`config.mk`:
```
export PLATFORM = sky130hd
export DESIGN_NAME = hstc_timer
export DESIGN_NICKNAME = d
export VERILOG_FILES = /design/src/shared/hstc_pkg.sv /design/src/logic/hstc_tick_gen.sv /design/src/logic/hstc_timer.sv
export VERILOG_INCLUDE_DIRS = /design/src /design/src/shared
export SDC_FILE = /design/constraint.sdc
export NUM_CORES = 1
export LEC_CHECK = 0
export ABC_AREA = 1
export BUFFER_PORTS_ARGS = -buffer_cell sky130_fd_sc_hd__buf_4
export CAP_MARGIN = 20
export CORE_MARGIN = 2
export CORE_UTILIZATION = 60
export CTS_BUF_LIST = sky130_fd_sc_hd__clkbuf_2 sky130_fd_sc_hd__clkbuf_4 sky130_fd_sc_hd__clkbuf_8
export DETAILED_ROUTE_END_ITERATION = 10
export GPL_TIMING_DRIVEN = 1
export PLACE_DENSITY = 0.82
export SLEW_MARGIN = 15
export SYNTH_ARGS = -nofsm -noshare
export SYNTH_HDL_FRONTEND = slang
export SYNTH_SLANG_ARGS = --single-unit
```
`constraint.sdc`:
```
create_clock -name i_core_clk -period 2.6 [get_ports i_core_clk]
set_input_delay 0.13 -clock i_core_clk [delete_from_list [all_inputs] [get_ports i_core_clk]]
set_output_delay 0.13 -clock i_core_clk [all_outputs]
set_load 0.01 [all_outputs]
```
`src/shared/hstc_params.svh`:
```
`ifndef HSTC_PARAMS_SVH
`define HSTC_PARAMS_SVH

// ==============================================================
// Register offsets on the 6-bit I/O space
`define HSTC_OFS_PLL_CTRL   6'h29
`define HSTC_OFS_IRQ_MASK   6'h39
`define HSTC_OFS_IRQ_FLAGS  6'h38
`define HSTC_OFS_CNT_LOW    6'h2e
`define HSTC_OFS_HIGH_TEMP  6'h25
`define HSTC_OFS_CMP_A      6'h2d
`define HSTC_OFS_CMP_B      6'h2c
`define HSTC_OFS_CMP_C      6'h2b
`define HSTC_OFS_CMP_D      6'h2a

// ==============================================================
// Field positions
`define HSTC_BIT_LOW_SPEED  7
`define HSTC_BIT_FAST_SEL   2
`define HSTC_BIT_PLL_START  1
`define HSTC_BIT_PLL_LOCK   0
`define HSTC_BIT_MATCH_D    7
`define HSTC_BIT_MATCH_A    6
`define HSTC_BIT_MATCH_B    5
`define HSTC_BIT_OVERFLOW   2

// ==============================================================
// Reset values and limits
`define HSTC_RST_BYTE       8'h00
`define HSTC_RST_CNT        10'h000
`define HSTC_RST_CMP        10'h000
`define HSTC_RST_CMP_C      10'h3ff
`define HSTC_CMP_C_MIN      10'h003
`define HSTC_FUSE_PLL       4'h1

// ==============================================================
// Interrupt vectors
`define HSTC_VEC_MATCH_D    5'h10
`define HSTC_VEC_MATCH_A    5'h03
`define HSTC_VEC_MATCH_B    5'h09
`define HSTC_VEC_OVERFLOW   5'h04
`define HSTC_VEC_NONE       5'h00

// ==============================================================
// Timing
`define HSTC_CORE_PERIOD_NS 10
`define HSTC_PLL_LOCK_US    100
`define HSTC_PLL_LOCK_CYC   ((`HSTC_PLL_LOCK_US * 1000) / `HSTC_CORE_PERIOD_NS)
`define HSTC_WR_SYNC_PS     15000
`define HSTC_WR_SYNC_CYC    ((`HSTC_WR_SYNC_PS + `HSTC_CORE_PERIOD_NS * 1000 - 1) / \
                             (`HSTC_CORE_PERIOD_NS * 1000))
`define HSTC_FAST_DIV       1
`define HSTC_LOW_SPEED_MUL  2

`endif

```
`src/shared/hstc_pkg.sv`:
```
package hstc_pkg;

  // ==============================================================
  // CPU I/O access
  typedef struct packed {
    logic       wr;
    logic       rd;
    logic [5:0] addr;
    logic [7:0] wdata;
  } hstc_io_req_t;

  // Event order used for flags, masks and requests: D, A, B, overflow
  typedef struct packed {
    logic match_d;
    logic match_a;
    logic match_b;
    logic overflow;
  } hstc_evt_t;

  typedef logic [9:0] hstc_cnt_t;

  typedef enum logic [1:0] {
    PLL_OFF,
    PLL_LOCKING,
    PLL_LOCKED
  } hstc_pll_state_t;

endpackage

```
`src/logic/hstc_tick_gen.sv`:
```
`timescale 1ns/1ps
`include "hstc_params.svh"

module hstc_tick_gen import hstc_pkg::*; #(
  parameter int FAST_DIV = `HSTC_FAST_DIV
) (
  input  wire logic i_core_clk,
  input  wire logic i_reset_n,
  input  wire logic i_fast_sel,
  input  wire logic i_low_speed,
  output logic      o_tick
);

  localparam int DIVW = $clog2(FAST_DIV * `HSTC_LOW_SPEED_MUL) + 1;

  logic [DIVW-1:0] div_ff;
  logic [DIVW-1:0] limit;

  // ==============================================================
  // Fast path runs every FAST_DIV cycles, twice that in low speed
  always_comb begin
    if (!i_fast_sel) begin
      limit = DIVW'(1);
    end else if (i_low_speed) begin
      limit = DIVW'(FAST_DIV * `HSTC_LOW_SPEED_MUL);
    end else begin
      limit = DIVW'(FAST_DIV);
    end
  end

  always_ff @(posedge i_core_clk) begin
    if (!i_reset_n) begin
      div_ff <= '0;
      o_tick <= 1'b0;
    end else if (div_ff >= limit - DIVW'(1)) begin
      div_ff <= '0;
      o_tick <= 1'b1;
    end else begin
      div_ff <= div_ff + DIVW'(1);
      o_tick <= 1'b0;
    end
  end

endmodule

```
`src/logic/hstc_timer.sv`:
```
`timescale 1ns/1ps
`include "hstc_params.svh"

// What this block does
// RULE1: Override bits pair pins to outputs A, B, D
// RULE2: Low speed halves the fast peripheral clock
// RULE3: Low speed refused while PLL is system clock
// RULE4: Software stops timer before low speed change
// RULE5: Fast select clocks timer from PLL tick
// RULE6: Fast select needs PLL enabled first
// RULE7: PLL start runs PLL, reads one under fuse
// RULE8: Read-only lock bit after settling time
// RULE9: Control bits six to three read zero
// RULE10: Ten-bit counter, delayed CPU write
// RULE11: Counting resumes upward after counter write
// RULE12: Shared temp holds two high bits
// RULE13: Written equality never produces a match
// RULE14: Match sets flag after sync delay
// RULE15: Match with C clears the counter
// RULE16: C writes below three stored as three
// RULE17: Mask bits 7,6,5,2 gate interrupts globally; here each bit gates only its own request, and i_global_irq_en gates all
// RULE18: Requests carry vectors 10, 3, 9, 4
// RULE19: Flags clear on vector or delayed W1C
// RULE20: Flag bits 7 and 6 hold D, A
// RULE21: Overflow flag set when TOP wraps to zero
// RULE22: Flag bits 5 and 2 hold B, overflow
// RULE23: Temp pairs writes, low read captures high
// RULE24: Fast select write ignored without PLL
module hstc_timer import hstc_pkg::*; #(
  parameter int LOCK_CYCLES = `HSTC_PLL_LOCK_CYC,
  parameter int FAST_DIV    = `HSTC_FAST_DIV
) (
  input  wire logic         i_core_clk,
  input  wire logic         i_reset_n,
  input  wire hstc_io_req_t i_io,
  output logic [7:0]        o_io_rdata,
  input  wire logic [3:0]   i_clock_select_fuse,
  input  wire logic         i_global_irq_en,
  input  wire logic         i_irq_ack,
  input  wire logic [4:0]   i_irq_ack_vector,
  input  wire logic         i_count_en,
  input  wire logic [5:0]   i_override_en,
  input  wire logic [5:0]   i_port_out,
  input  wire logic [5:0]   i_port_dir,
  output logic              o_pll_run,
  output logic [2:0]        o_compare_out,
  output logic [5:0]        o_pin_out,
  output logic [5:0]        o_pin_oe,
  output logic [3:0]        o_irq_req,
  output logic [4:0]        o_irq_vector
);

  localparam int LCW = $clog2(LOCK_CYCLES + 1);

  function automatic hstc_cnt_t clamp_top(input hstc_cnt_t v);
    return (v < `HSTC_CMP_C_MIN) ? `HSTC_CMP_C_MIN : v;
  endfunction

  function automatic logic is_addr(input hstc_io_req_t r, input logic [5:0] a);
    return r.addr == a;
  endfunction

  function automatic logic [3:0] vec_hit(input logic [4:0] v);
    return {v == `HSTC_VEC_MATCH_D, v == `HSTC_VEC_MATCH_A,
            v == `HSTC_VEC_MATCH_B, v == `HSTC_VEC_OVERFLOW};
  endfunction

  // ==============================================================
  // State
  logic            low_speed_ff;
  logic            fast_sel_ff;
  logic            pll_start_ff;
  hstc_pll_state_t pll_state_ff;
  logic [LCW-1:0]  lock_cnt_ff;
  logic [1:0]      temp_ff;
  hstc_cnt_t       cnt_ff;
  hstc_cnt_t       cmp_a_ff;
  hstc_cnt_t       cmp_b_ff;
  hstc_cnt_t       cmp_c_ff;
  hstc_cnt_t       cmp_d_ff;
  hstc_evt_t       mask_ff;
  hstc_evt_t       flags_ff;
  hstc_evt_t       evt_ff;
  hstc_evt_t       clr_pend_ff;
  logic            wr1_v_ff;
  logic            wr2_v_ff;
  hstc_cnt_t       wr1_val_ff;
  hstc_cnt_t       wr2_val_ff;

  logic            pll_enabled;
  logic            pll_locked;
  logic            tick;
  logic            apply;
  hstc_cnt_t       load_val;
  hstc_cnt_t       cnt_step;
  logic            counting;
  hstc_evt_t       evt;
  hstc_evt_t       nxt_flags;
  hstc_cnt_t       wr10;
  logic [7:0]      rd_data;
  logic [1:0]      rd_hi;
  logic            rd_hi_v;

  assign wr10 = {temp_ff, i_io.wdata}; // RULE23
  // PLL counts as enabled by fuse or by software
  assign pll_enabled = pll_start_ff || (i_clock_select_fuse == `HSTC_FUSE_PLL); // RULE6
  assign pll_locked  = (pll_state_ff == PLL_LOCKED); // RULE8

  // ==============================================================
  // PLL control
  always_ff @(posedge i_core_clk) begin
    if (!i_reset_n) begin
      low_speed_ff <= 1'b0;
      fast_sel_ff  <= 1'b0;
      pll_start_ff <= 1'b0;
    end else if (i_io.wr && is_addr(i_io, `HSTC_OFS_PLL_CTRL)) begin
      // Low speed cannot be entered while the PLL drives the system clock
      low_speed_ff <= i_io.wdata[`HSTC_BIT_LOW_SPEED] &&
                      (i_clock_select_fuse != `HSTC_FUSE_PLL); // RULE3 RULE2
      // A set attempt without an enabled PLL leaves the bit at zero
      fast_sel_ff  <= i_io.wdata[`HSTC_BIT_FAST_SEL] && pll_enabled; // RULE24 RULE6 RULE5
      pll_start_ff <= i_io.wdata[`HSTC_BIT_PLL_START]; // RULE7
    end
  end

  always_ff @(posedge i_core_clk) begin
    if (!i_reset_n) begin
      pll_state_ff <= PLL_OFF;
      lock_cnt_ff  <= '0;
      o_pll_run    <= 1'b0;
    end else begin
      o_pll_run <= pll_enabled; // RULE7
      case (pll_state_ff)
        PLL_OFF: begin
          lock_cnt_ff <= '0;
          if (pll_enabled) begin
            pll_state_ff <= PLL_LOCKING;
          end
        end
        PLL_LOCKING: begin
          lock_cnt_ff <= lock_cnt_ff + LCW'(1);
          if (!pll_enabled) begin
            pll_state_ff <= PLL_OFF;
          end else if (lock_cnt_ff >= LCW'(LOCK_CYCLES - 1)) begin
            pll_state_ff <= PLL_LOCKED; // RULE8
          end
        end
        PLL_LOCKED: begin
          if (!pll_enabled) begin
            pll_state_ff <= PLL_OFF;
          end
        end
        default: begin
          pll_state_ff <= PLL_OFF;
        end
      endcase
    end
  end

  hstc_tick_gen #(
    .FAST_DIV (FAST_DIV)
  ) u_tick (
    .i_core_clk  (i_core_clk),
    .i_reset_n   (i_reset_n),
    .i_fast_sel  (fast_sel_ff),
    .i_low_speed (low_speed_ff),
    .o_tick      (tick)
  );

  // ==============================================================
  // Counter write pipeline: two stages in sync mode, one when fast
  always_ff @(posedge i_core_clk) begin
    if (!i_reset_n) begin
      wr1_v_ff   <= 1'b0;
      wr2_v_ff   <= 1'b0;
      wr1_val_ff <= `HSTC_RST_CNT;
      wr2_val_ff <= `HSTC_RST_CNT;
    end else begin
      wr1_v_ff   <= i_io.wr && is_addr(i_io, `HSTC_OFS_CNT_LOW);
      wr1_val_ff <= wr10;
      wr2_v_ff   <= wr1_v_ff && !fast_sel_ff && (`HSTC_WR_SYNC_CYC > 1);
      wr2_val_ff <= wr1_val_ff;
    end
  end

  assign apply    = fast_sel_ff ? wr1_v_ff : (wr2_v_ff || (wr1_v_ff && `HSTC_WR_SYNC_CYC < 2)); // RULE10
  assign load_val = fast_sel_ff ? wr1_val_ff : wr2_val_ff;
  assign counting = tick && i_count_en && !apply;
  // Reaching C wraps to zero; values above C run on to the 10-bit wrap
  assign cnt_step = (cnt_ff == cmp_c_ff) ? `HSTC_RST_CNT : cnt_ff + 10'h001; // RULE15

  // A load never produces an event; only a counted step can match
  assign evt.match_d  = counting && (cnt_step == cmp_d_ff); // RULE13
  assign evt.match_a  = counting && (cnt_step == cmp_a_ff); // RULE13
  assign evt.match_b  = counting && (cnt_step == cmp_b_ff); // RULE13
  assign evt.overflow = counting && (cnt_ff == cmp_c_ff); // RULE21

  always_ff @(posedge i_core_clk) begin
    if (!i_reset_n) begin
      cnt_ff <= `HSTC_RST_CNT;
    end else if (apply) begin
      cnt_ff <= load_val; // RULE11
    end else if (counting) begin
      cnt_ff <= cnt_step; // RULE10 RULE15
    end
  end

  // ==============================================================
  // Compare registers and shared temp
  always_ff @(posedge i_core_clk) begin
    if (!i_reset_n) begin
      cmp_a_ff <= `HSTC_RST_CMP;
      cmp_b_ff <= `HSTC_RST_CMP;
      cmp_c_ff <= `HSTC_RST_CMP_C;
      cmp_d_ff <= `HSTC_RST_CMP;
    end else if (i_io.wr) begin
      if (is_addr(i_io, `HSTC_OFS_CMP_A)) cmp_a_ff <= wr10;
      if (is_addr(i_io, `HSTC_OFS_CMP_B)) cmp_b_ff <= wr10;
      if (is_addr(i_io, `HSTC_OFS_CMP_C)) cmp_c_ff <= clamp_top(wr10); // RULE16
      if (is_addr(i_io, `HSTC_OFS_CMP_D)) cmp_d_ff <= wr10;
    end
  end

  always_ff @(posedge i_core_clk) begin
    if (!i_reset_n) begin
      temp_ff <= 2'h0;
    end else if (i_io.wr && is_addr(i_io, `HSTC_OFS_HIGH_TEMP)) begin
      temp_ff <= i_io.wdata[1:0]; // RULE12
    end else if (i_io.rd && rd_hi_v) begin
      temp_ff <= rd_hi; // RULE23
    end
  end

  // ==============================================================
  // Interrupt mask, flags and requests
  always_ff @(posedge i_core_clk) begin
    if (!i_reset_n) begin
      mask_ff <= '0;
    end else if (i_io.wr && is_addr(i_io, `HSTC_OFS_IRQ_MASK)) begin
      mask_ff <= {i_io.wdata[`HSTC_BIT_MATCH_D], i_io.wdata[`HSTC_BIT_MATCH_A],
                  i_io.wdata[`HSTC_BIT_MATCH_B], i_io.wdata[`HSTC_BIT_OVERFLOW]}; // RULE17
    end
  end

  // Set wins over both clears so an event in the clear cycle survives
  assign nxt_flags = (flags_ff & ~clr_pend_ff & ~(vec_hit(i_irq_ack_vector) & {4{i_irq_ack}}))
                     | evt_ff; // RULE19

  always_ff @(posedge i_core_clk) begin
    if (!i_reset_n) begin
      evt_ff      <= '0;
      clr_pend_ff <= '0;
      flags_ff    <= '0;
    end else begin
      evt_ff      <= evt; // RULE14
      clr_pend_ff <= '0;
      if (i_io.wr && is_addr(i_io, `HSTC_OFS_IRQ_FLAGS)) begin
        clr_pend_ff <= {i_io.wdata[`HSTC_BIT_MATCH_D], i_io.wdata[`HSTC_BIT_MATCH_A],
                        i_io.wdata[`HSTC_BIT_MATCH_B], i_io.wdata[`HSTC_BIT_OVERFLOW]}; // RULE19
      end
      flags_ff <= nxt_flags; // RULE14 RULE20 RULE22
    end
  end

  always_ff @(posedge i_core_clk) begin
    if (!i_reset_n) begin
      o_irq_req    <= 4'h0;
      o_irq_vector <= `HSTC_VEC_NONE;
    end else begin
      o_irq_req <= flags_ff & mask_ff & {4{i_global_irq_en}}; // RULE17
      // Lowest vector number is served first
      if (o_irq_req[2])      o_irq_vector <= `HSTC_VEC_MATCH_A; // RULE18
      else if (o_irq_req[0]) o_irq_vector <= `HSTC_VEC_OVERFLOW;
      else if (o_irq_req[1]) o_irq_vector <= `HSTC_VEC_MATCH_B;
      else if (o_irq_req[3]) o_irq_vector <= `HSTC_VEC_MATCH_D;
      else                   o_irq_vector <= `HSTC_VEC_NONE;
    end
  end

  // ==============================================================
  // Compare outputs and pin override
  always_ff @(posedge i_core_clk) begin
    if (!i_reset_n) begin
      o_compare_out <= 3'h0;
      o_pin_out     <= 6'h00;
      o_pin_oe      <= 6'h00;
    end else begin
      o_compare_out <= o_compare_out ^ {evt.match_d, evt.match_b, evt.match_a};
      for (int i = 0; i < 6; i++) begin
        o_pin_out[i] <= i_override_en[i] ? o_compare_out[i/2] : i_port_out[i]; // RULE1
        o_pin_oe[i]  <= i_override_en[i] | i_port_dir[i]; // RULE1
      end
    end
  end

  // ==============================================================
  // Read path, one cycle latency
  always_comb begin
    rd_data = `HSTC_RST_BYTE;
    rd_hi   = 2'h0;
    rd_hi_v = 1'b1;
    case (i_io.addr)
      `HSTC_OFS_PLL_CTRL: begin
        rd_data[`HSTC_BIT_LOW_SPEED] = low_speed_ff; // RULE9
        rd_data[`HSTC_BIT_FAST_SEL]  = fast_sel_ff;
        rd_data[`HSTC_BIT_PLL_START] = pll_enabled; // RULE7
        rd_data[`HSTC_BIT_PLL_LOCK]  = pll_locked; // RULE8
        rd_hi_v = 1'b0;
      end
      `HSTC_OFS_IRQ_MASK: begin
        {rd_data[`HSTC_BIT_MATCH_D], rd_data[`HSTC_BIT_MATCH_A],
         rd_data[`HSTC_BIT_MATCH_B], rd_data[`HSTC_BIT_OVERFLOW]} = mask_ff;
        rd_hi_v = 1'b0;
      end
      `HSTC_OFS_IRQ_FLAGS: begin
        {rd_data[`HSTC_BIT_MATCH_D], rd_data[`HSTC_BIT_MATCH_A],
         rd_data[`HSTC_BIT_MATCH_B], rd_data[`HSTC_BIT_OVERFLOW]} = flags_ff; // RULE20 RULE22
        rd_hi_v = 1'b0;
      end
      `HSTC_OFS_HIGH_TEMP: begin
        rd_data = {6'h00, temp_ff}; // RULE12
        rd_hi_v = 1'b0;
      end
      `HSTC_OFS_CNT_LOW: {rd_hi, rd_data} = cnt_ff;
      `HSTC_OFS_CMP_A:   {rd_hi, rd_data} = cmp_a_ff;
      `HSTC_OFS_CMP_B:   {rd_hi, rd_data} = cmp_b_ff;
      `HSTC_OFS_CMP_C:   {rd_hi, rd_data} = cmp_c_ff;
      `HSTC_OFS_CMP_D:   {rd_hi, rd_data} = cmp_d_ff;
      default: begin
        rd_hi_v = 1'b0;
      end
    endcase
  end

  always_ff @(posedge i_core_clk) begin
    if (!i_reset_n) begin
      o_io_rdata <= `HSTC_RST_BYTE;
    end else if (i_io.rd) begin
      o_io_rdata <= rd_data;
    end
  end

  // ==============================================================
  // Checks
  a_low_speed_refused: assert property (@(posedge i_core_clk) disable iff (!i_reset_n) // RULE3
    (i_io.wr && is_addr(i_io, `HSTC_OFS_PLL_CTRL) && i_clock_select_fuse == `HSTC_FUSE_PLL)
    |=> !low_speed_ff) else $error("low speed set under PLL system clock");

  a_fast_sel_gate: assert property (@(posedge i_core_clk) disable iff (!i_reset_n) // RULE24
    $rose(fast_sel_ff) |-> $past(pll_enabled)) else $error("fast select set without PLL");

  a_reserved_zero: assert property (@(posedge i_core_clk) disable iff (!i_reset_n) // RULE9
    (i_io.rd && is_addr(i_io, `HSTC_OFS_PLL_CTRL)) |=> (o_io_rdata[6:3] == 4'h0))
    else $error("reserved control bits not zero");

  a_top_minimum: assert property (@(posedge i_core_clk) disable iff (!i_reset_n) // RULE16
    cmp_c_ff >= `HSTC_CMP_C_MIN) else $error("compare C below minimum");

  a_top_clears: assert property (@(posedge i_core_clk) disable iff (!i_reset_n) // RULE15
    (counting && cnt_ff == cmp_c_ff) |=> (cnt_ff == 10'h000 && evt_ff.overflow))
    else $error("counter not cleared at compare C");

  a_match_delay: assert property (@(posedge i_core_clk) disable iff (!i_reset_n) // RULE14
    evt.match_a |-> ##2 flags_ff.match_a) else $error("match A flag not set in time");

  a_load_no_match: assert property (@(posedge i_core_clk) disable iff (!i_reset_n) // RULE13
    apply |-> (evt == 4'h0)) else $error("counter load produced a match");

  a_flag_clear: assert property (@(posedge i_core_clk) disable iff (!i_reset_n) // RULE19
    (i_io.wr && is_addr(i_io, `HSTC_OFS_IRQ_FLAGS) && i_io.wdata[`HSTC_BIT_MATCH_D])
    ##1 !evt_ff.match_d |=> !flags_ff.match_d) else $error("match D flag not cleared");

  a_cnt_write: assert property (@(posedge i_core_clk) disable iff (!i_reset_n) // RULE10
    (i_io.wr && is_addr(i_io, `HSTC_OFS_CNT_LOW) && !fast_sel_ff) ##1 !fast_sel_ff
    |=> ##1 (cnt_ff == $past(wr1_val_ff, 2))) else $error("counter write delay wrong");

endmodule

```
==> results by group <==
Routing
  • # DRC: 0
  • Post-DRT Antenna Nets: 0
  • 1st-pass router iterations: 6
  • DR vias: 6754
  • Via density per instance: 5.60
  • Final wirelength: 20300 µm
  • Iter 0 DRT Violations: 872
  • Wire per inst: 16.9 µm

Floorplanning
  • Core area: 10800 µm²
  • Die width: 109 µm
  • DIE AREA: 11900 µm²
  • Die height: 109 µm
  • Starting density of the core: 61.2%
  • Rows: 38
  • # IOs: 81

STA
  • Slew headroom: 53.9%
  • Min Clock Period, post-route: 2330 ps
  • Hold_ws: 27.9 ps
  • Fmax: 429 MHz
  • Final setup viols: 0
  • Fin crit share: 89.6%
  • Fin Clk Skew: 9.53 ps
  • Slew Limit Fails: 0
  • Final hold violation count: 0
  • RSZ-0062 raised after global routing: no
  • Worst Max-Slew Pin Slew: 689 ps
  • Setup_tns: 0 ps

Clock network
  • Clock sink count: 145
  • Setup Buffers After CTS: 0
  • CTS H-tree lvls: 4
  • Clock root buffer master: clkbuf_8
  • Clk buf depth: 2
  • TritonCTS clock tree: done
  • Clock slew seen by the registers of the worst setup and hold paths: 80 ps
  • CTS Buf Count: 17
  • Clock insertion delay at the later pin of the skew report: 460 ps

Yosys
  • Seq/Total Area, Yosys: 43.9%
  • Commonest cells post-synth: nand2_1 (200), dfxtp_1 (145), inv_1 (136)
  • Top_reg_cell synth: dfxtp_1
  • Syn Inst Count: 932
  • Yosys top cell by area: dfxtp_1
  • Top-area cell type share of the netlist area: 43.9%
  • Most common cell in the netlist: nand2_1
  • Synthesized flop and latch total: 145
  • Mapped cell area: 6610 µm²
  • Post-synthesis average cell area: 7.09 µm²
  • Synth unique cells: 41
  • Synth Warn #: 0
  • Syn Nets: 983
  • Post-synth EDFFs: 0
  • Fraction of registers with async set/reset: 0%
  • Ranking of synthesized cells by area: dfxtp_1 (44%), nand2_1 (11%), inv_1 (7.7%)

Setup path
  • Critical path's slowest cell: dfxtp_1
  • CP endpoint kind: flop
  • Slowest stage delay, CP: 530 ps
  • Crit Path Category: flop to flop
  • RR Startpoint: cnt_ff[2]$_SDFFE_PN0P_
  • Worst endpoint data arrival time: 2730 ps
  • CP most frequent cell: nand2_1
  • Crit path cell chain: nand2_1 > nand2_1 > nand2_1 > nor2_1 > nand3_2 > buf_4 > nand2_2 > xnor2_1 > nor2_1 > nand3_1 > nand2_1 > nand2_1 > nor2_1
  • Worst Setup Start Kind: flop
  • Worst-path maximum fanout: 17
  • Crit path launch: cnt_ff[2]$_SDFFE_PN0P_
  • Worst Path Required: 3000 ps

Pwr
  • IR drop worst, VDD: 0.685 mV
  • Pwr/cell area: 553 nW/µm²
  • LEAKAGE: 0.00361 µW

Cells and area
  • Layout net count: 1105
  • Antenna Cells: 0
  • Synthesis-to-layout area growth: 23.4%
  • Fill cells: 872
  • Share of cells above drive strength 1: 14.6%

Worst hold path
  • Min-Delay Path Class: input port to flop
  • HP Start: i_irq_ack_vector[2]

Placement
  • Port Buffers: 80
  • Post-DP HPWL: 14300 µm
  • Placer congestion estimate: 1.06

Global route
  • Antenna violations before repair: 0
  • Global-route wire length before repair: 32000 µm
  • GR Overflow Total: 0
  • GRT Util Overall: 35.7%
  • Vias in the first global route: 6333
  • Largest net degree at the start of global routing: 52

Flow run
  • Total of max-cap violations: 0

Outcome
  • Outcome: finished clean
## where the power goes
part,switching (µW),internal (µW)
sequential,20.2,2260
combinational,191,151
clock,850,1040
total,1060,3440
## registers in the layout (all words and copies together), names as in the netlist, 2 cells and up
name / cells
o_io_rdata: 8
u_tick.div_ff: 2
o_irq_vector: 5
wr2_val_ff: 10
o_pin_oe: 6
lock_cnt_ff: 14
flags_ff: 4
clr_pend_ff: 4
cmp_b_ff: 10
o_pin_out: 6
o_irq_req: 4
mask_ff: 4
temp_ff: 2
o_compare_out: 3
evt_ff: 4
cmp_a_ff: 10
pll_state_ff: 2
cnt_ff: 10
cmp_d_ff: 10
cmp_c_ff: 10
wr1_val_ff: 10
## critical path, delay by kind of cell, from the launching register on
family	cells	cell delay [ps]
simple gates	11	1350
flops	1	530
buf+inv	1	300
xor+xnor	1	100
## through the flow
| step | std cells | util, % | area [µm²] | setup WS (ps) | total power (µW) |
|---|---|---|---|---|---|
| final | 1205 | 75.6 | 8150 | 270 | 4510 |
| after global routing | 1205 | 75.6 | 8150 | 31.8 | 4630 |
| after CTS | 1205 | 75.5 | 8150 | 276 | 4500 |
| after detailed placement | 1145 | 68.8 | 7430 | 288 | 2620 |
| after global placement | 1145 | 68.8 | 7430 | 347 | 2620 |
| after floorplan | 932 | - | 6610 | 705 | 2470 |
## final cells by class
class | count | area, µm² | share of cell area, %
clock inverter | 8 | 129 | 1.58
tap | 140 | 175 | 2.15
timing repair buffer | 135 | 1100 | 13.5
multi-input combinational | 617 | 3040 | 37.3
inverter | 138 | 518 | 6.35
sequential | 145 | 2900 | 35.6
clock buffer | 22 | 290 | 3.56
## timing repair
action | in CTS | in global routing
hold buffers | 30 | 0
resized for setup | 0 | 1
setup endpoints to repair | 0 | 1
endpoints found under the hold margin | 32 | 0
## placed cells by master, fill, tap and decap left out, types with 8 or more instances in the layout
cell type,n
nand2_1,200
dfxtp_1,145
inv_1,136
buf_4,104
nor2_1,88
a21oi_1,78
o21ai_0,63
nand3_1,57
dlygate4sd3_1,30
clkbuf_8,20
o211ai_1,16
o22ai_1,13
a31oi_1,12
nor3_1,10
or2_2,10
nand4_1,8
## metal layers
metal  vias to the layer above  track usage (%)  share of wire (%)
met1                      3068             46.0                 42
met3                        65             8.67                8.4
met5                         -                0                  0
li1                       3284                -                  -
met2                       337             55.3                 45
met4                         0             18.9                4.7
## kinds of logic (layout without fill, tap and decap cells)
group,after synthesis,count (layout),share of synthesized area (%)
adder cells (fa/ha/maj),3,3,0.568
AND/OR/NAND/NOR,393,393,25.4
XOR/XNOR,14,14,1.97
AO/OA/AOI/OAI,207,207,17.9
flip-flops,145,145,43.9
buffers and inverters,170,303,10.2
## worst paths after layout
path,endpoint,slack [ps],depth (start not counted)
hold reg to reg,u_tick.div_ff[0]$_SDFF_PP0_,420,1
setup / recovery,o_compare_out[1]$_SDFF_PN0_,270,13
hold / removal,flags_ff[0]$_SDFF_PN0_,30,4
setup reg to reg,o_compare_out[1]$_SDFF_PN0_,270,13
Note: power is estimated with default switching activity, not from simulation.
